[config.mk]
export PLATFORM = sky130hd
export DESIGN_NAME = vmsc_ctrl
export DESIGN_NICKNAME = d
export VERILOG_FILES = /design/src/hw/vmsc_ctrl.v
export VERILOG_INCLUDE_DIRS = /design/src /design/src/shared
export SDC_FILE = /design/constraint.sdc
export NUM_CORES = 1
export LEC_CHECK = 0
export BUFFER_PORTS_ARGS = -buffer_cell sky130_fd_sc_hd__clkbuf_2
export CORE_MARGIN = 1
export CORE_UTILIZATION = 30
export DETAILED_ROUTE_END_ITERATION = 8
export HOLD_SLACK_MARGIN = 0.06
export PLACE_DENSITY = 0.58
export SYNTH_ARGS = -nofsm -noshare
export SYNTH_HDL_FRONTEND = slang
export SYNTH_SLANG_ARGS = --single-unit
[constraint.sdc]
create_clock -name hclk -period 3.4 [get_ports hclk]
set_clock_uncertainty 0.15 [all_clocks]
set_input_delay 0.51 -clock hclk [delete_from_list [all_inputs] [get_ports hclk]]
set_output_delay 0.51 -clock hclk [all_outputs]
set_load 0.05 [all_outputs]
[src/shared/vmsc_consts.vh]
// Constants of the voltage monitor setting controller
`ifndef VMSC_CONSTS_VH
`define VMSC_CONSTS_VH
// ****************************************************************
// Register byte offsets
// ****************************************************************
`define VMSC_OFS_CTRL      8'h00
`define VMSC_OFS_STATUS    8'h04
`define VMSC_OFS_IRQ_STAT  8'h08
`define VMSC_OFS_IRQ_MASK  8'h0C
// ****************************************************************
// Field positions
// ****************************************************************
`define VMSC_CTRL_INHIBIT  0
`define VMSC_ST_STATE_LSB  0
`define VMSC_ST_MON_EN     4
`define VMSC_ST_PENDING    5
`define VMSC_ST_BUTTON     6
`define VMSC_ST_UNDERV     7
`define VMSC_IRQ_SETUP     0
`define VMSC_IRQ_STORED    1
`define VMSC_IRQ_LOCKED    2
`define VMSC_IRQ_PFAIL     3
`define VMSC_IRQ_W         4
// ****************************************************************
// Reset values
// ****************************************************************
`define VMSC_RST_CTRL      32'h0000_0000
`define VMSC_RST_MASK      4'h0
`define VMSC_FACTORY_MON   1'b1
// ****************************************************************
// Times, in their own units, and the clock rate
// ****************************************************************
`define VMSC_CLK_HZ        10000000
`define VMSC_NOMON_MS      2000
`define VMSC_LONG_MS       5000
`define VMSC_WINDOW_MS     30000
`define VMSC_SELFTEST_MS   1000
`define VMSC_DEBOUNCE_MS   20
`define VMSC_BLINK_MS      250
// Cycles from milliseconds (all are exact at this clock rate)
`define VMSC_MS2CYC(ms)    ((ms) * (`VMSC_CLK_HZ / 1000))
`endif

[src/hw/vmsc_ctrl.v]
// Voltage monitor setting controller with its AHB-Lite register slave
//
// Chosen here: the AHB-Lite register port and the address map.
`timescale 1ns/100ps
`default_nettype none
`include "vmsc_consts.vh"
module vmsc_ctrl #(
	parameter integer NOMON_CYC = `VMSC_MS2CYC(`VMSC_NOMON_MS),
	parameter integer LONG_CYC  = `VMSC_MS2CYC(`VMSC_LONG_MS),
	parameter integer WIN_CYC   = `VMSC_MS2CYC(`VMSC_WINDOW_MS),
	parameter integer TEST_CYC  = `VMSC_MS2CYC(`VMSC_SELFTEST_MS),
	parameter integer DEB_CYC   = `VMSC_MS2CYC(`VMSC_DEBOUNCE_MS),
	parameter integer BLINK_CYC = `VMSC_MS2CYC(`VMSC_BLINK_MS)
) (
	input  wire        hclk,
	input  wire        hresetn,
	input  wire        hsel,
	input  wire [7:0]  haddr,
	input  wire [1:0]  htrans,
	input  wire        hwrite,
	input  wire [2:0]  hsize,
	input  wire [31:0] hwdata,
	input  wire        hready,
	output wire        hreadyout,
	output wire        hresp,
	output reg  [31:0] hrdata,
	output wire        irq,
	input  wire        set_button,
	input  wire        bus_undervoltage,
	input  wire        nvm_blank,
	input  wire        nvm_mon_en,
	output reg         nvm_wr,
	output reg         nvm_wr_data,
	output reg         bus_run_en,
	output reg         bus_power_fail_led,
	output reg         system_fault_led,
	output reg         supply_on_led,
	output reg         config_error_led,
	output reg         auto_addr_prog_led,
	output reg         config_mode_led,
	output reg         led_zero,
	output reg         led_one
);

	// ************************************************************
	// States and helpers
	// ************************************************************
	localparam [2:0] S_TEST  = 3'd0;
	localparam [2:0] S_NOMON = 3'd1;
	localparam [2:0] S_RUN   = 3'd2;
	localparam [2:0] S_SETUP = 3'd3;
	localparam [2:0] S_LOCK  = 3'd4;

	// Saturating increment of a 32-bit timer
	function [31:0] sat_inc;
		input [31:0] v;
		begin
			sat_inc = (v == 32'hFFFF_FFFF) ? v : v + 32'h0000_0001;
		end
	endfunction

	// True when a timer has reached a cycle count
	function reached;
		input [31:0] v;
		input integer lim;
		begin
			reached = (v >= lim[31:0]);
		end
	endfunction

	reg  [2:0]  state_q;
	reg  [31:0] up_q;
	reg  [31:0] st_q;
	reg  [31:0] deb_q;
	reg         btn_q;
	reg  [31:0] hold_q;
	reg         long_done_q;
	reg         wait_rel_q;
	reg         mon_q;
	reg         pend_q;
	reg  [31:0] blink_cnt_q;
	reg         blink_q;
	reg  [2:0]  chase_q;
	reg         inhibit_q;
	reg  [3:0]  istat_q;
	reg  [3:0]  imask_q;
	reg         wr_pend_q;
	reg  [7:0]  wr_addr_q;

	wire long_ev  = btn_q && !long_done_q && reached(hold_q, LONG_CYC);
	wire brief_ev = !btn_q && hold_q != 32'h0 && !long_done_q
		&& !wait_rel_q;
	wire in_win   = !reached(up_q, WIN_CYC);
	wire pfail    = mon_q && bus_undervoltage && state_q == S_RUN;

	// ************************************************************
	// Debounce and press timing
	// ************************************************************
	// Debounced level follows the pin after it is stable DEB_CYC
	always @(posedge hclk or negedge hresetn) begin
		if (!hresetn) begin
			deb_q <= 32'h0;
			btn_q <= 1'b0;
		end else if (set_button == btn_q) begin
			deb_q <= 32'h0;
		end else if (reached(deb_q, DEB_CYC - 1)) begin
			deb_q <= 32'h0;
			btn_q <= set_button;
		end else begin
			deb_q <= sat_inc(deb_q);
		end
	end

	// Hold timer; long_done marks a press already used as long
	always @(posedge hclk or negedge hresetn) begin
		if (!hresetn) begin
			hold_q      <= 32'h0;
			long_done_q <= 1'b0;
		end else if (btn_q) begin
			hold_q <= sat_inc(hold_q);
			if (long_ev)
				long_done_q <= 1'b1;
		end else begin
			hold_q      <= 32'h0;
			long_done_q <= 1'b0;
		end
	end

	// Uptime for the entry window and blink divider
	always @(posedge hclk or negedge hresetn) begin
		if (!hresetn) begin
			up_q        <= 32'h0;
			blink_cnt_q <= 32'h0;
			blink_q     <= 1'b0;
			chase_q     <= 3'd0;
		end else begin
			up_q <= sat_inc(up_q);
			if (reached(blink_cnt_q, BLINK_CYC - 1)) begin
				blink_cnt_q <= 32'h0;
				blink_q     <= ~blink_q;
				chase_q     <= (chase_q == 3'd5) ? 3'd0
					: chase_q + 3'd1;
			end else begin
				blink_cnt_q <= sat_inc(blink_cnt_q);
			end
		end
	end

	// ************************************************************
	// Operating sequence
	// ************************************************************
	// Main sequencer; stored setting loaded from storage at boot
	always @(posedge hclk or negedge hresetn) begin
		if (!hresetn) begin
			state_q     <= S_TEST;
			st_q        <= 32'h0;
			mon_q       <= `VMSC_FACTORY_MON;
			pend_q      <= `VMSC_FACTORY_MON;
			wait_rel_q  <= 1'b0;
			nvm_wr      <= 1'b0;
			nvm_wr_data <= `VMSC_FACTORY_MON;
		end else begin
			nvm_wr <= 1'b0;
			st_q   <= sat_inc(st_q);
			if (!btn_q)
				wait_rel_q <= 1'b0;
			case (state_q)
			S_TEST: begin
				// Blank storage reads as enabled
				mon_q <= nvm_blank ? `VMSC_FACTORY_MON
					: nvm_mon_en;
				if (btn_q) begin
					state_q <= S_LOCK;
				end else if (reached(st_q, TEST_CYC)) begin
					st_q    <= 32'h0;
					state_q <= mon_q ? S_RUN : S_NOMON;
				end
			end
			S_NOMON: begin
				if (reached(st_q, NOMON_CYC))
					state_q <= S_RUN;
			end
			S_RUN: begin
				if (long_ev && in_win) begin
					state_q    <= S_SETUP;
					pend_q     <= mon_q;
					wait_rel_q <= 1'b1;
				end
			end
			S_SETUP: begin
				if (brief_ev) begin
					pend_q <= ~pend_q;
				end else if (long_ev) begin
					mon_q       <= pend_q;
					nvm_wr      <= 1'b1;
					nvm_wr_data <= pend_q;
					state_q     <= S_RUN;
				end
			end
			S_LOCK: state_q <= S_LOCK;
			default: state_q <= S_LOCK;
			endcase
		end
	end

	// ************************************************************
	// LED and bus outputs, registered
	// ************************************************************
	// Front panel pattern per state
	always @(posedge hclk or negedge hresetn) begin
		if (!hresetn) begin
			bus_power_fail_led <= 1'b0;
			system_fault_led   <= 1'b0;
			supply_on_led      <= 1'b0;
			config_error_led   <= 1'b0;
			auto_addr_prog_led <= 1'b0;
			config_mode_led    <= 1'b0;
			led_zero           <= 1'b0;
			led_one            <= 1'b0;
			bus_run_en         <= 1'b0;
		end else begin
			bus_power_fail_led <= 1'b0;
			system_fault_led   <= 1'b0;
			supply_on_led      <= 1'b0;
			config_error_led   <= 1'b0;
			auto_addr_prog_led <= 1'b0;
			config_mode_led    <= 1'b0;
			led_zero           <= 1'b0;
			led_one            <= 1'b0;
			bus_run_en         <= 1'b0;
			case (state_q)
			S_TEST: begin
				// All lit until the test ends
				bus_power_fail_led <= 1'b1;
				system_fault_led   <= 1'b1;
				supply_on_led      <= 1'b1;
				config_error_led   <= 1'b1;
				auto_addr_prog_led <= 1'b1;
				config_mode_led    <= 1'b1;
				led_zero           <= 1'b1;
				led_one            <= 1'b1;
			end
			S_NOMON: begin
				bus_power_fail_led <= blink_q;
				led_zero           <= blink_q;
				supply_on_led      <= 1'b1;
			end
			S_RUN: begin
				supply_on_led      <= 1'b1;
				bus_power_fail_led <= pfail;
				bus_run_en <= !pfail && !inhibit_q;
			end
			S_SETUP: begin
				supply_on_led      <= 1'b1;
				bus_power_fail_led <= blink_q;
				led_one            <= pend_q;
				led_zero           <= !pend_q;
			end
			S_LOCK: begin
				// One LED at a time around the ring
				system_fault_led   <= chase_q == 3'd0;
				supply_on_led      <= chase_q == 3'd1;
				bus_power_fail_led <= chase_q == 3'd2;
				config_error_led   <= chase_q == 3'd3;
				auto_addr_prog_led <= chase_q == 3'd4;
				config_mode_led    <= chase_q == 3'd5;
			end
			default: bus_run_en <= 1'b0;
			endcase
		end
	end

	// ************************************************************
	// AHB-Lite register slave
	// ************************************************************
	wire       a_ok  = hsel && htrans[1] && hready;
	wire [3:0] ev    = {pfail, state_q == S_LOCK,
		state_q == S_SETUP && long_ev,
		state_q == S_RUN && long_ev && in_win};
	wire [3:0] clr   = (wr_pend_q && wr_addr_q == `VMSC_OFS_IRQ_STAT)
		? hwdata[3:0] : 4'h0;

	assign hreadyout = 1'b1;
	assign hresp     = 1'b0;
	assign irq       = |(istat_q & imask_q);

	// Address phase capture and write data phase
	always @(posedge hclk or negedge hresetn) begin
		if (!hresetn) begin
			wr_pend_q <= 1'b0;
			wr_addr_q <= 8'h00;
			inhibit_q <= 1'b0;
			imask_q   <= `VMSC_RST_MASK;
			istat_q   <= 4'h0;
			hrdata    <= 32'h0000_0000;
		end else begin
			wr_pend_q <= a_ok && hwrite;
			wr_addr_q <= haddr;
			// Event set wins over a write-one clear
			istat_q   <= (istat_q & ~clr) | ev;
			if (wr_pend_q && wr_addr_q == `VMSC_OFS_CTRL)
				inhibit_q <= hwdata[`VMSC_CTRL_INHIBIT];
			if (wr_pend_q && wr_addr_q == `VMSC_OFS_IRQ_MASK)
				imask_q <= hwdata[3:0];
			hrdata <= 32'h0000_0000;
			if (a_ok && !hwrite) begin
				case (haddr)
				`VMSC_OFS_CTRL:
					hrdata <= {31'h0, inhibit_q};
				`VMSC_OFS_STATUS:
					hrdata <= {24'h0, bus_undervoltage, btn_q,
						pend_q, mon_q, 1'b0, state_q};
				`VMSC_OFS_IRQ_STAT:
					hrdata <= {28'h0, istat_q};
				`VMSC_OFS_IRQ_MASK:
					hrdata <= {28'h0, imask_q};
				default:
					hrdata <= 32'h0000_0000;
				endcase
			end
		end
	end

endmodule // vmsc_ctrl
`default_nettype wire

==> results of run 1 <==
[final cells by class]
| class | count | area share |
|---|---|---|
| sequential | 209 | 0.440 |
| tap | 448 | 0.0471 |
| clock buffer | 38 | 0.0634 |
| inverter | 24 | 0.00757 |
| clock inverter | 8 | 0.00504 |
| multi-input combinational | 775 | 0.403 |
| timing repair buffer | 60 | 0.0345 |
[report_power, final]
group / switching [uW] / internal [uW]
combinational: 256 / 90.4
sequential: 41.7 / 2550
clock: 1060 / 1530
[layer usage]
layer  up-vias  wire length, um  global-route usage
li1       3691                -                   -
met5         -                0                   0
met1      3611            10100               0.168
met3        32              852              0.0206
met2       149             9170               0.191
met4         0              467              0.0366
[worst reg2reg max path, delay by kind of cell, from the launching register on]
kind	cells	cell delay, ns
adders and majority gates	1	0.18
buffers and inverters	1	0.26
DFF	1	0.41
and+or+nand+nor	5	1.42
muxes	1	0.13
[final timing paths]
path,to,slack [ns]
worst max-delay path,hold_q[21]$_DFFE_PN0P_,0.73
worst min-delay path,mon_q$_DFFE_PN1P_,0.09
worst max register to register,hold_q[21]$_DFFE_PN0P_,0.73
worst min register to register,bus_run_en$_DFF_PN0_,0.31
max in group asynchronous,deb_q[1]$_DFFE_PN0P_,1.83
min in group asynchronous,st_q[11]$_DFF_PN0_,0.42
[cells in the mapped netlist (all sizes together) (8+ instances only)]
| library cell | n | area [um2] |
|---|---|---|
| nand4 | 48 | 322 |
| buf | 42 | 287 |
| and4 | 24 | 213 |
| nand3 | 65 | 338 |
| xnor2 | 62 | 543 |
| clkbuf | 21 | 80.1 |
| and2 | 17 | 106 |
| mux2i | 9 | 90.1 |
| a211oi | 8 | 60.1 |
| xor2 | 55 | 482 |
| mux2 | 10 | 113 |
| nor2 | 137 | 517 |
| nand2 | 77 | 289 |
| o21ai | 14 | 70.1 |
| nor3 | 25 | 146 |
| and3 | 24 | 150 |
| ha | 9 | 113 |
| nor4 | 32 | 228 |
| inv | 24 | 90.1 |
| a21oi | 21 | 105 |
| dfrtp | 206 | 5150 |
[cells in the final DEF (no fill, tap or decap), drive strengths merged, types with 4 or more instances in the layout]
| cell | Yosys | layout |
|---|---|---|
| nor4 | 32 | 32 |
| inv | 24 | 25 |
| nor3b | 4 | 4 |
| conb | 2 | 50 |
| clkinv | 0 | 5 |
| nand4 | 48 | 48 |
| a21oi | 21 | 21 |
| and4 | 24 | 24 |
| nand3 | 65 | 65 |
| nand2 | 77 | 77 |
| and2 | 17 | 17 |
| a22oi | 4 | 4 |
| a211oi | 8 | 8 |
| nor3 | 25 | 25 |
| ha | 9 | 9 |
| nor2 | 137 | 137 |
| mux2i | 9 | 9 |
| and3 | 24 | 24 |
| nor2b | 4 | 4 |
| dfrtp | 206 | 206 |
| xnor2 | 62 | 62 |
| nand2b | 6 | 6 |
| or4 | 5 | 5 |
| xor2 | 55 | 55 |
| dlygate4sd3 | 0 | 11 |
| mux2 | 10 | 10 |
| clkbuf | 21 | 78 |
| buf | 42 | 9 |
| a21boi | 4 | 4 |
| nor4b | 5 | 5 |
| a31oi | 6 | 6 |
| o21ai | 14 | 14 |
| a21o | 6 | 6 |
[kinds of logic (layout without fill, tap and decap cells)]
kind of cell,count (synthesis),after routing,share of synthesized area
flops,209,209,0.508
simple gates,487,487,0.252
buf+inv,87,130,0.0443
other cells,2,50,0.000729
mux,20,20,0.0219
fa+ha+maj,9,9,0.0109
xor+xnor,117,117,0.0995
compound gates,92,92,0.0625
[state kept, by name, indices dropped and copies added, names as in the netlist, 3 cells and up]
name,count
hold_q,32
istat_q,4
chase_q,3
state_q,3
blink_cnt_q,32
hrdata,8
imask_q,4
up_q,32
deb_q,32
st_q,32
wr_addr_q,8
[metrics by stage]
step                       util  instance area [um2]  setup slack, ns  hold slack, ns  instances
after CTS                 0.353                11900            0.748          0.0685       1562
final                     0.353                11900            0.733          0.0902       1562
after detailed placement  0.326                11000            0.758           0.302       1505
after floorplan               -                10500             1.24          0.0644       1071
after global routing      0.353                11900            0.583          0.0742       1562
after global placement    0.326                11000            0.774           0.296       1505
==> results list, run 1 <==
- Quantity of I/O buffers inserted on ports: 41
* Launching element of the worst setup path: hold_q[1]$_DFFE_PN0P_
* CTS HTree Levels: 1
- Max capacitance violation total: 0
- The detail route stage leaves a number of antenna-violating nets equal to 0.
- First-pass GRT wire length: roughly 36 mm
- For this run, the post-layout net count is between 1000 and 1500.
* Count of inserted antenna diode cells: 0
* Grt ovf: 0
- Clk Latency, worst-skew pair: roughly 0.54 ns
* Kind of end point of the critical path: flop
- Detailed placement finished with a half-perimeter wire length of about 14 mm.
- Library cells used by synthesis: 76
* Clk Tree Root Cell: sky130_fd_sc_hd__clkbuf_16
- Synth Area per Inst: roughly 10 um2
- The routed layout has 7483 vias.
- The synthesized design contains 0 enable-type register cells.
* Drc violations: 0
- Headroom to the max-slew limit came out at 0.504.
* Final Max Tran Viols: 0
- The routed design could run at a clock period as short as 2.67 ns.
- Area inside the core boundary: about 34000 um2
* Startpoint of the worst register-to-register path: hold_q[1]$_DFFE_PN0P_
- The min-delay analysis places its worst path in the category primary input to flop.
- Post-layout power: 5530 uW
- Setup Viol. Count Final: 0
- Buffers added to address setup during post-CTS repair amount to 0.
- Multi-input logic area: between 4000 and 5000 um2
* Routability congestion estimate from global placement: roughly 0.80
- The area growth from synthesis to layout is 15.5%.
- Dominant delay contributor by cell family on the critical path: simple AND/OR/NAND/NOR gates
- Dividing the final minimum period by the clock period gives 0.784.
- For this design, the slowest cell found on the critical path is sky130_fd_sc_hd__nor4_4.
- After clock tree synthesis, the clock-pin slew on the worst setup and hold paths is approximately 0.06 ns.
- Aggregate global-route resource usage: 0.121
* Top FF cell, synth: sky130_fd_sc_hd__dfrtp_1
- Initial antenna violation count: 0
* Area of the mapped netlist: just over 10000 um2
- Peak clock frequency supported by timing: between 300 and 400 MHz
* Clock sink count: about 210
- Worst hold start: nvm_mon_en
- During synthesis, Yosys emitted a total of 0 warnings.
* Synthesized instance count: roughly 1000
* Vias per inst: approximately 4.8
- Area taken by flip-flops and latches: around 5200 um2
- First-pass detailed-route iteration total: 5
- Buf/Inv on CP: 1
- Number of filler instances in the final layout: between 3000 and 4000
- For this run, asynchronously set or reset flops after synthesis account for 1.00.
- TritonCTS built the clock tree.
- Hold path cells: 3
- Result of the run: finished clean
- For the pin with the worst max-slew slack, the measured transition is between 0.7 and 0.8 ns.
- In this run the power density over the cells is between 400 and 500 nW/um2.
- CTS buffer count: 25
- In this run the core area contains 67 standard-cell rows.
* Vert. Die Dim: 187 um
- Unrepaired setup endpoints after global routing: no
* Die Width: roughly 190 um
- For the worst setup path, the data arrival time is between 2 and 3 ns.
- The final hold violation count is 0.
- Number of DRC markers in iteration 0: 392
* Pin count of the biggest net entering global routing: 86
* Gates resized, CTS repair: 0
- Worst Reg-to-Reg Cells: 8
* Ordered list of cells on the worst path: ha_1 -> and2_1 -> nand2_1 -> nor4_4 -> buf_4 -> and2_1 -> nor4b_1 -> mux2i_1
- IR Drop Worst-Case VDD: about 370 uV
* CP max FO: 9
* Class of the most critical setup path: flop to flop
* I/O pins: 100
* Max Buffers Root-to-Sink: 3
* Vias in the first global route: ~7300
* Data required time at the worst endpoint: 3.65 ns
- The floorplan step defined a die boundary enclosing around 35000 um2.
- Wire length per cell after detailed routing: ~13 um
- In the final layout, the share of cells above drive strength 1 is 0.112.
* Most numerous cell on the critical path: sky130_fd_sc_hd__and2_1
- STA classifies the critical path startpoint as a flop.
- Of the synthesized area, sequential elements account for 0.508.
- WP depth: 8
* Number of hold buffers added after cts: 11
- Starting Density: 0.306
- Largest stage delay on the critical path: ~0.60 ns
- Total negative slack: 0 ns
- Summed over all cells, the static leakage comes to 0.00519 uW.
- Number of synthesized register bits: 209
* Routed wire length: 20.6 mm
No activity file was read; power rests on OpenSTA's default activity.
==> run 2: changes to the inputs <==
clock period = 2.7 ns   (was 3.4 ns; I/O delays follow)
==> run 2 against run 1 <==
Utilization rose by 0.61 points. Die area unchanged. Maximum frequency rose by 8.9%. Largest power group unchanged.
==> results list, run 2 (synthesis results as in run 1) <==
- Clk Latency, worst-skew pair: 0.54 ns (about the same)
- The placement row count is 67 (unchanged).
- Wire length per cell after detailed routing: 13.1 um (-0.48%)
- The sequential cell area is 5230 um2 (unchanged).
- Kind of end point of the critical path: flop
- The total die area was 35100 um2 (unchanged).
* Die Width: 187 um (unchanged)
- The post-layout minimum cycle time came to 2.45 ns (-0.219 ns).
- The post-detailed-route DRC marker count was 0 (unchanged).
- The count of TritonRoute iterations in the first routing pass was 4 (-1).
- The post-placement setup slack was 0.259 ns (-0.500 ns).
- Design area: 12100 um2 (+1.7%)
* Largest stage delay on the critical path: 0.52 ns (-0.08 ns)
- Multi-input logic area: 4800 um2 (unchanged)
* CTS HTree Levels: 1 (unchanged)
* Worst hold path type: primary input to flop
- The headroom to the max-slew limit is 0.533 (+0.0291).
- Quantity of I/O buffers inserted on ports: 41 (unchanged)
* Final Max Tran Viols: 0 (unchanged)
- The clock sink total is 209 (unchanged).
* Startpoint of the worst register-to-register path: st_q[28]$_DFF_PN0_
- The placed wire-length estimate after detailed placement is 14.0 mm (+3.8%).
- The post-placement cell area was 11200 um2 (+1.6%).
* Result of the run: finished clean
- The post-detailed-routing wire length came to 20.9 mm (+1.2%).
* Cell total after placement: 1528 (+1.5%)
* I/O pins: 100 (unchanged)
- Vert. Die Dim: 187 um (unchanged)
- Category of the worst setup path launch point: flop
- The number of diodes came to 0 (unchanged).
- Worst hold start: hready
- The clock-pin slew on the worst setup and hold paths was 0.06 ns (about the same).
- The actual slew at the worst max-slew pin came to 0.696 ns (-0.0410 ns).
* Pin count of the biggest net entering global routing: 73 (-15%)
- Initial antenna violation count: 0 (unchanged)
- Hold violation count in the final report: 0 (unchanged)
- The filler cell count is 3411 (+0.68%).
- The total power divided by cell area is 564 nW/um2 (+21%).
* Unrepaired setup endpoints after global routing: no
* Ratio of cells with drive above 1 in the final layout: 0.126 (+0.0141)
- The largest voltage drop on the vdd net was 461 uV (+25%).
* Total negative slack: 0 ns (unchanged)
* Launching element of the worst setup path: st_q[28]$_DFF_PN0_
- The number of nets with antenna violations after routing was 0 (unchanged).
- Clock tree synthesis selected as its root buffer the cell sky130_fd_sc_hd__clkbuf_16.
* Relative area change from synthesis to final layout: 17.5%
- The maximum buffer depth of the clock tree was 3 (unchanged).
- The first-pass GRT wire length was 36.4 mm (+1.1%).
* Total via count after detailed routing: 7571 (+1.2%)
- Gates resized, CTS repair: 0 (unchanged)
- Crit path setup slack, layout: 0.252 ns (-0.481 ns)
* Class of the most critical setup path: flop to flop
- Traced cell by cell, the critical path runs through or4_1 -> nor4_1 -> nor4b_2 -> nor2b_2 -> buf_4 -> nor2_1.
- The final cell count without fillers was 1588 (+1.7%).
* Vias in the first global route: 7448 (+1.5%)
- Routability congestion estimate from global placement: 0.791 (-1.5%)
- The CTS buffer count is 25 (unchanged).
- Among all stages on the critical path, the largest delay is contributed by sky130_fd_sc_hd__or4_1.
- Peak clock frequency supported by timing: 408 MHz (+8.9%)
- In the layout the commonest cells are sky130_fd_sc_hd__dfrtp_1 (206), sky130_fd_sc_hd__nor2_1 (136), sky130_fd_sc_hd__nand2_1 (77).
* Leakage power: 0.00532 uW (+2.5%)
- The remaining global-route overflow was 0 (unchanged).
- The signal arrival time at the worst endpoint came to 2.74 ns (-0.18 ns).
- Leading cell type in the layout, fill and taps excluded: sky130_fd_sc_hd__dfrtp_1
- The number of setup violations in the final report is 0 (unchanged).
- Aggregate global-route resource usage: 0.121 (+0.000774)
* Number of DRC markers in iteration 0: 288 (-27%)
* End-of-flow core utilization: 0.359 (+0.00605)
- Number of nets in the finished design: 1189 (+2.7%)
- The reg-to-reg setup timing slack came to 0.25 ns (-0.48 ns).
* Data required time at the worst endpoint: 2.99 ns (-0.66 ns)
* Vias per inst: 4.77 (-0.48%)
- Post-route clock period utilization: 0.907 (+0.122)
- CP max FO: 32 (+23)
- The starting density of the core was 0.306 (unchanged).
- TritonCTS built the clock tree.
* Max capacitance violation total: 0 (unchanged)
* Area inside the core boundary: 33700 um2 (unchanged)
run 2: worst paths after layout:
kind,end,cells past startpoint
worst min-delay path,hrdata[0]$_DFF_PN0_,4
max in group asynchronous,hold_q[10]$_DFFE_PN0P_,3
worst min register to register,bus_run_en$_DFF_PN0_,1
worst max-delay path,st_q[5]$_DFF_PN0_,6
worst max register to register,st_q[5]$_DFF_PN0_,6
min in group asynchronous,deb_q[1]$_DFFE_PN0P_,2
run 2: final cells by class:
| type | instances | share of cell area |
|---|---|---|
| well taps | 448 | 0.0463 |
| multi-input cells | 775 | 0.396 |
| clock buffers | 34 | 0.0586 |
| flip-flops and latches | 209 | 0.432 |
| repair buffers | 91 | 0.0548 |
| inverters | 24 | 0.00744 |
| clock inverters | 7 | 0.00465 |
run 2: per-layer routing:
metal,global-route usage,part of all wire
met1,0.162,0.48
met4,0.0299,0.018
met2,0.203,0.46
met5,0,0
met3,0.0216,0.039
run 2: critical path: cells and delay by family (launching register included):
kind,cells,cell delay (ns)
and+or+nand+nor,5,1.55
DFF,1,0.41
buffers and inverters,1,0.25
run 2: where the power goes:
part	internal, uW	switching, uW	leakage [uW]	total, uW
logic	121	321	0.00216	442
registers	3210	54.0	0.00278	3260
clock network	1830	1290	0.000378	3120
run 2: repair_timing:
item,in CTS,in global routing
hold endpoints to repair,89,0
hold buffers,19,0
setup buffers,0,0
endpoints found under the setup margin,0,0
run 2: metrics by stage:
step	power (uW)	hold WS, ns
5_1_grt	7130	0.232
3_3_place_gp	3740	0.271
4_1_cts	6950	0.174
6_report	6830	0.194
3_5_place_dp	3750	0.272
2_1_floorplan	3620	-0.0406
==> run 3: changes to the inputs <==
BUFFER_PORTS_ARGS = -buffer_cell sky130_fd_sc_hd__buf_2   (was -buffer_cell sky130_fd_sc_hd__clkbuf_2)
==> run 3 against run 2 <==
Wire length rose by 0.24%. Clock-buffer cell count shrank 1. Sequential share of layout area shrank 0.38 points. Sequential power about the same. Cell count rose by 0.25%. Largest power group is now clock.
==> results list, run 3 (synthesis results as in run 1) <==
* Total via count after detailed routing: 7533 (-0.50%)
- IR Drop Worst-Case VDD: 374 uV (-19%)
- Vias in the first global route: 7383 (-0.87%)
- Grt ovf: 0 (unchanged)
- Area inside the core boundary: 33700 um2 (unchanged)
- Aggregate global-route resource usage: 0.120 (-0.00129)
* Quantity of I/O buffers inserted on ports: 41 (unchanged)
- Remaining number of nets flagged by the antenna check after routing: 0 (unchanged)
- Leakage power: 0.00538 uW (+1.2%)
* Starting Density: 0.306 (unchanged)
- The reported max-cap violation count was 0 (unchanged).
- Die Width: 187 um (unchanged)
- The post-layout minimum cycle time is 2.39 ns (-0.0628 ns).
- The worst setup path is captured at a flop.
- Number of nets in the finished design: 1189 (unchanged)
* First-pass detailed-route iteration total: 4 (unchanged)
- The final hold violation count was 0 (unchanged).
- Clock sink count: 209 (unchanged)
* Clk Tree Root Cell: sky130_fd_sc_hd__clkbuf_16
- The setup path with the least slack is of type flop to flop.
* Max Buffers Root-to-Sink: 3 (unchanged)
* Post-detail-place hpwl: 14.0 mm (-0.15%)
- Number of DRC markers in iteration 0: 434 (+51%)
* Peak clock frequency supported by timing: 419 MHz (+2.6%)
- Routed wire length: 20.9 mm (+0.24%)
- Post-route clock period utilization: 0.884 (-0.0233)
- The placer congestion estimate was 0.790 (-0.15%).
- Leading cell type in the layout, fill and taps excluded: sky130_fd_sc_hd__dfrtp_1
- Area of the die: 35100 um2 (unchanged)
* Post-CTS setup buffer count: 0 (unchanged)
* Startpoint of the worst register-to-register path: blink_cnt_q[11]$_DFFE_PN0P_
* Slew at the pin closest to its max-slew limit: 0.674 ns (-0.0219 ns)
- The placement row count is 67 (unchanged).
- Vias per inst: 4.73 (-0.75%)
- Setup Viol. Count Final: 0 (unchanged)
- The number of antenna violations at the first check in global routing is 0 (unchanged).
* Data required time at the worst endpoint: 2.96 ns (-0.03 ns)
- Clk slew on worst S/H paths: 0.06 ns (about the same)
* Total negative slack: 0 ns (unchanged)
- TritonCTS built the clock tree.
- Relative area change from synthesis to final layout: 18.6%
- The worst setup path is launched from a flop.
* Launching element of the worst setup path: blink_cnt_q[11]$_DFFE_PN0P_
* Count of inserted antenna diode cells: 0 (unchanged)
- The total power divided by cell area came to 592 nW/um2 (+5.0%).
* Result of the run: finished clean
- Clk Latency, worst-skew pair: 0.52 ns (-0.02 ns)
- Arrival @ worst endpoint: 2.64 ns (-0.10 ns)
* Final Max Tran Viols: 0 (unchanged)
- The maximum level of the CTS H-tree came to 1 (unchanged).
- The CTS buffer count was 25 (unchanged).
- First-pass GRT wire length: 36.1 mm (-0.85%)
- Normalized max-slew margin: 0.547 (+0.0144)
- The maximum number of pins on one net before global-route repair is 65 (-11%).
- Worst hold path type: primary input to flop
- Wire length per cell after detailed routing: 13.1 um (about the same)
* Ratio of cells with drive above 1 in the final layout: 0.129 (+0.00305)
* Commonest cells after routing, fill and taps aside: sky130_fd_sc_hd__dfrtp_1 (206), sky130_fd_sc_hd__nor2_1 (136), sky130_fd_sc_hd__nand2_1 (77)
- Crit path setup slack, layout: 0.314 ns (+0.0628 ns)
- Setup repair after global routing left no endpoint under its margin.
- Vert. Die Dim: 187 um (unchanged)
- CP max FO: 18 (-44%)
* Drc violations: 0 (unchanged)
- The post-placement setup slack came to 0.294 ns (+0.0355 ns).
- The startpoint identified for the worst hold timing path is hsel.
* I/O pins: 100 (unchanged)
[run 3: cell types whose count changed in the layout (fill, tap and decap cells not counted), sizes merged]
cell and delta:
buf +40, bufinv +4, clkbuf -41, clkinv +2, inv -1
[run 3: what timing repair did]
item                      CTS  global route
hold buffers               19             0
hold endpoints to repair   81             0
resized for setup           0             0
[run 3: routing by layer]
layer  track usage  part of all wire  routed length, um
met1         0.166              0.49              10200
met2         0.191              0.45               9340
met3        0.0223             0.045                944
met4        0.0331             0.018                380
met5             0                 0                  0
[run 3: power by group]
part / internal, uW / switching [uW]
Combinational: 123 / 325
Sequential: 3210 / 49.7
Clock: 2200 / 1330
Total: 5530 / 1700
[run 3: per-stage QoR]
| stage | total power [uW] | hold slack [ns] | utilization | instances | area, um2 |
|---|---|---|---|---|---|
| 6_report | 7230 | 0.231 | 0.363 | 1592 | 12200 |
| 5_1_grt | 7530 | 0.244 | 0.363 | 1592 | 12200 |
| 4_1_cts | 7340 | 0.215 | 0.363 | 1592 | 12200 |
| 3_5_place_dp | 3750 | 0.243 | 0.331 | 1528 | 11200 |
| 3_3_place_gp | 3740 | 0.243 | 0.331 | 1528 | 11200 |
| 2_1_floorplan | 3620 | -0.0406 | - | 1071 | 10500 |
[run 3: area by class of cell]
type	instances	area, um2
fillers	3378	21500
flip-flops and latches	209	5230
multi-input cells	775	4800
clock buffers	33	696
repair buffers	91	663
well taps	448	561
clock inverters	12	178
inverters	24	90.1
[run 3: final timing paths]
| kind | end | slack (ns) | cells past startpoint |
|---|---|---|---|
| setup / recovery | chase_q[1]$_DFFE_PN0N_ | 0.31 | 6 |
| hold / removal | hrdata[0]$_DFF_PN0_ | 0.23 | 4 |
| setup reg to reg | chase_q[1]$_DFFE_PN0N_ | 0.31 | 6 |
| hold reg to reg | up_q[6]$_DFFE_PN0P_ | 0.33 | 1 |
| max in group asynchronous | nvm_wr_data$_DFFE_PN1P_ | 1.36 | 3 |
| min in group asynchronous | deb_q[7]$_DFFE_PN0P_ | 0.26 | 2 |
[run 3: worst max-delay path, stage by stage (launching register included)]
cell                       delay [ns]
sky130_fd_sc_hd__dfrtp_1         0.43
sky130_fd_sc_hd__nor4bb_1        0.29
sky130_fd_sc_hd__nand4b_1        0.12
sky130_fd_sc_hd__o21ai_0         0.23
sky130_fd_sc_hd__a41o_1          0.63
sky130_fd_sc_hd__a21boi_0        0.19
sky130_fd_sc_hd__a31o_2          0.24
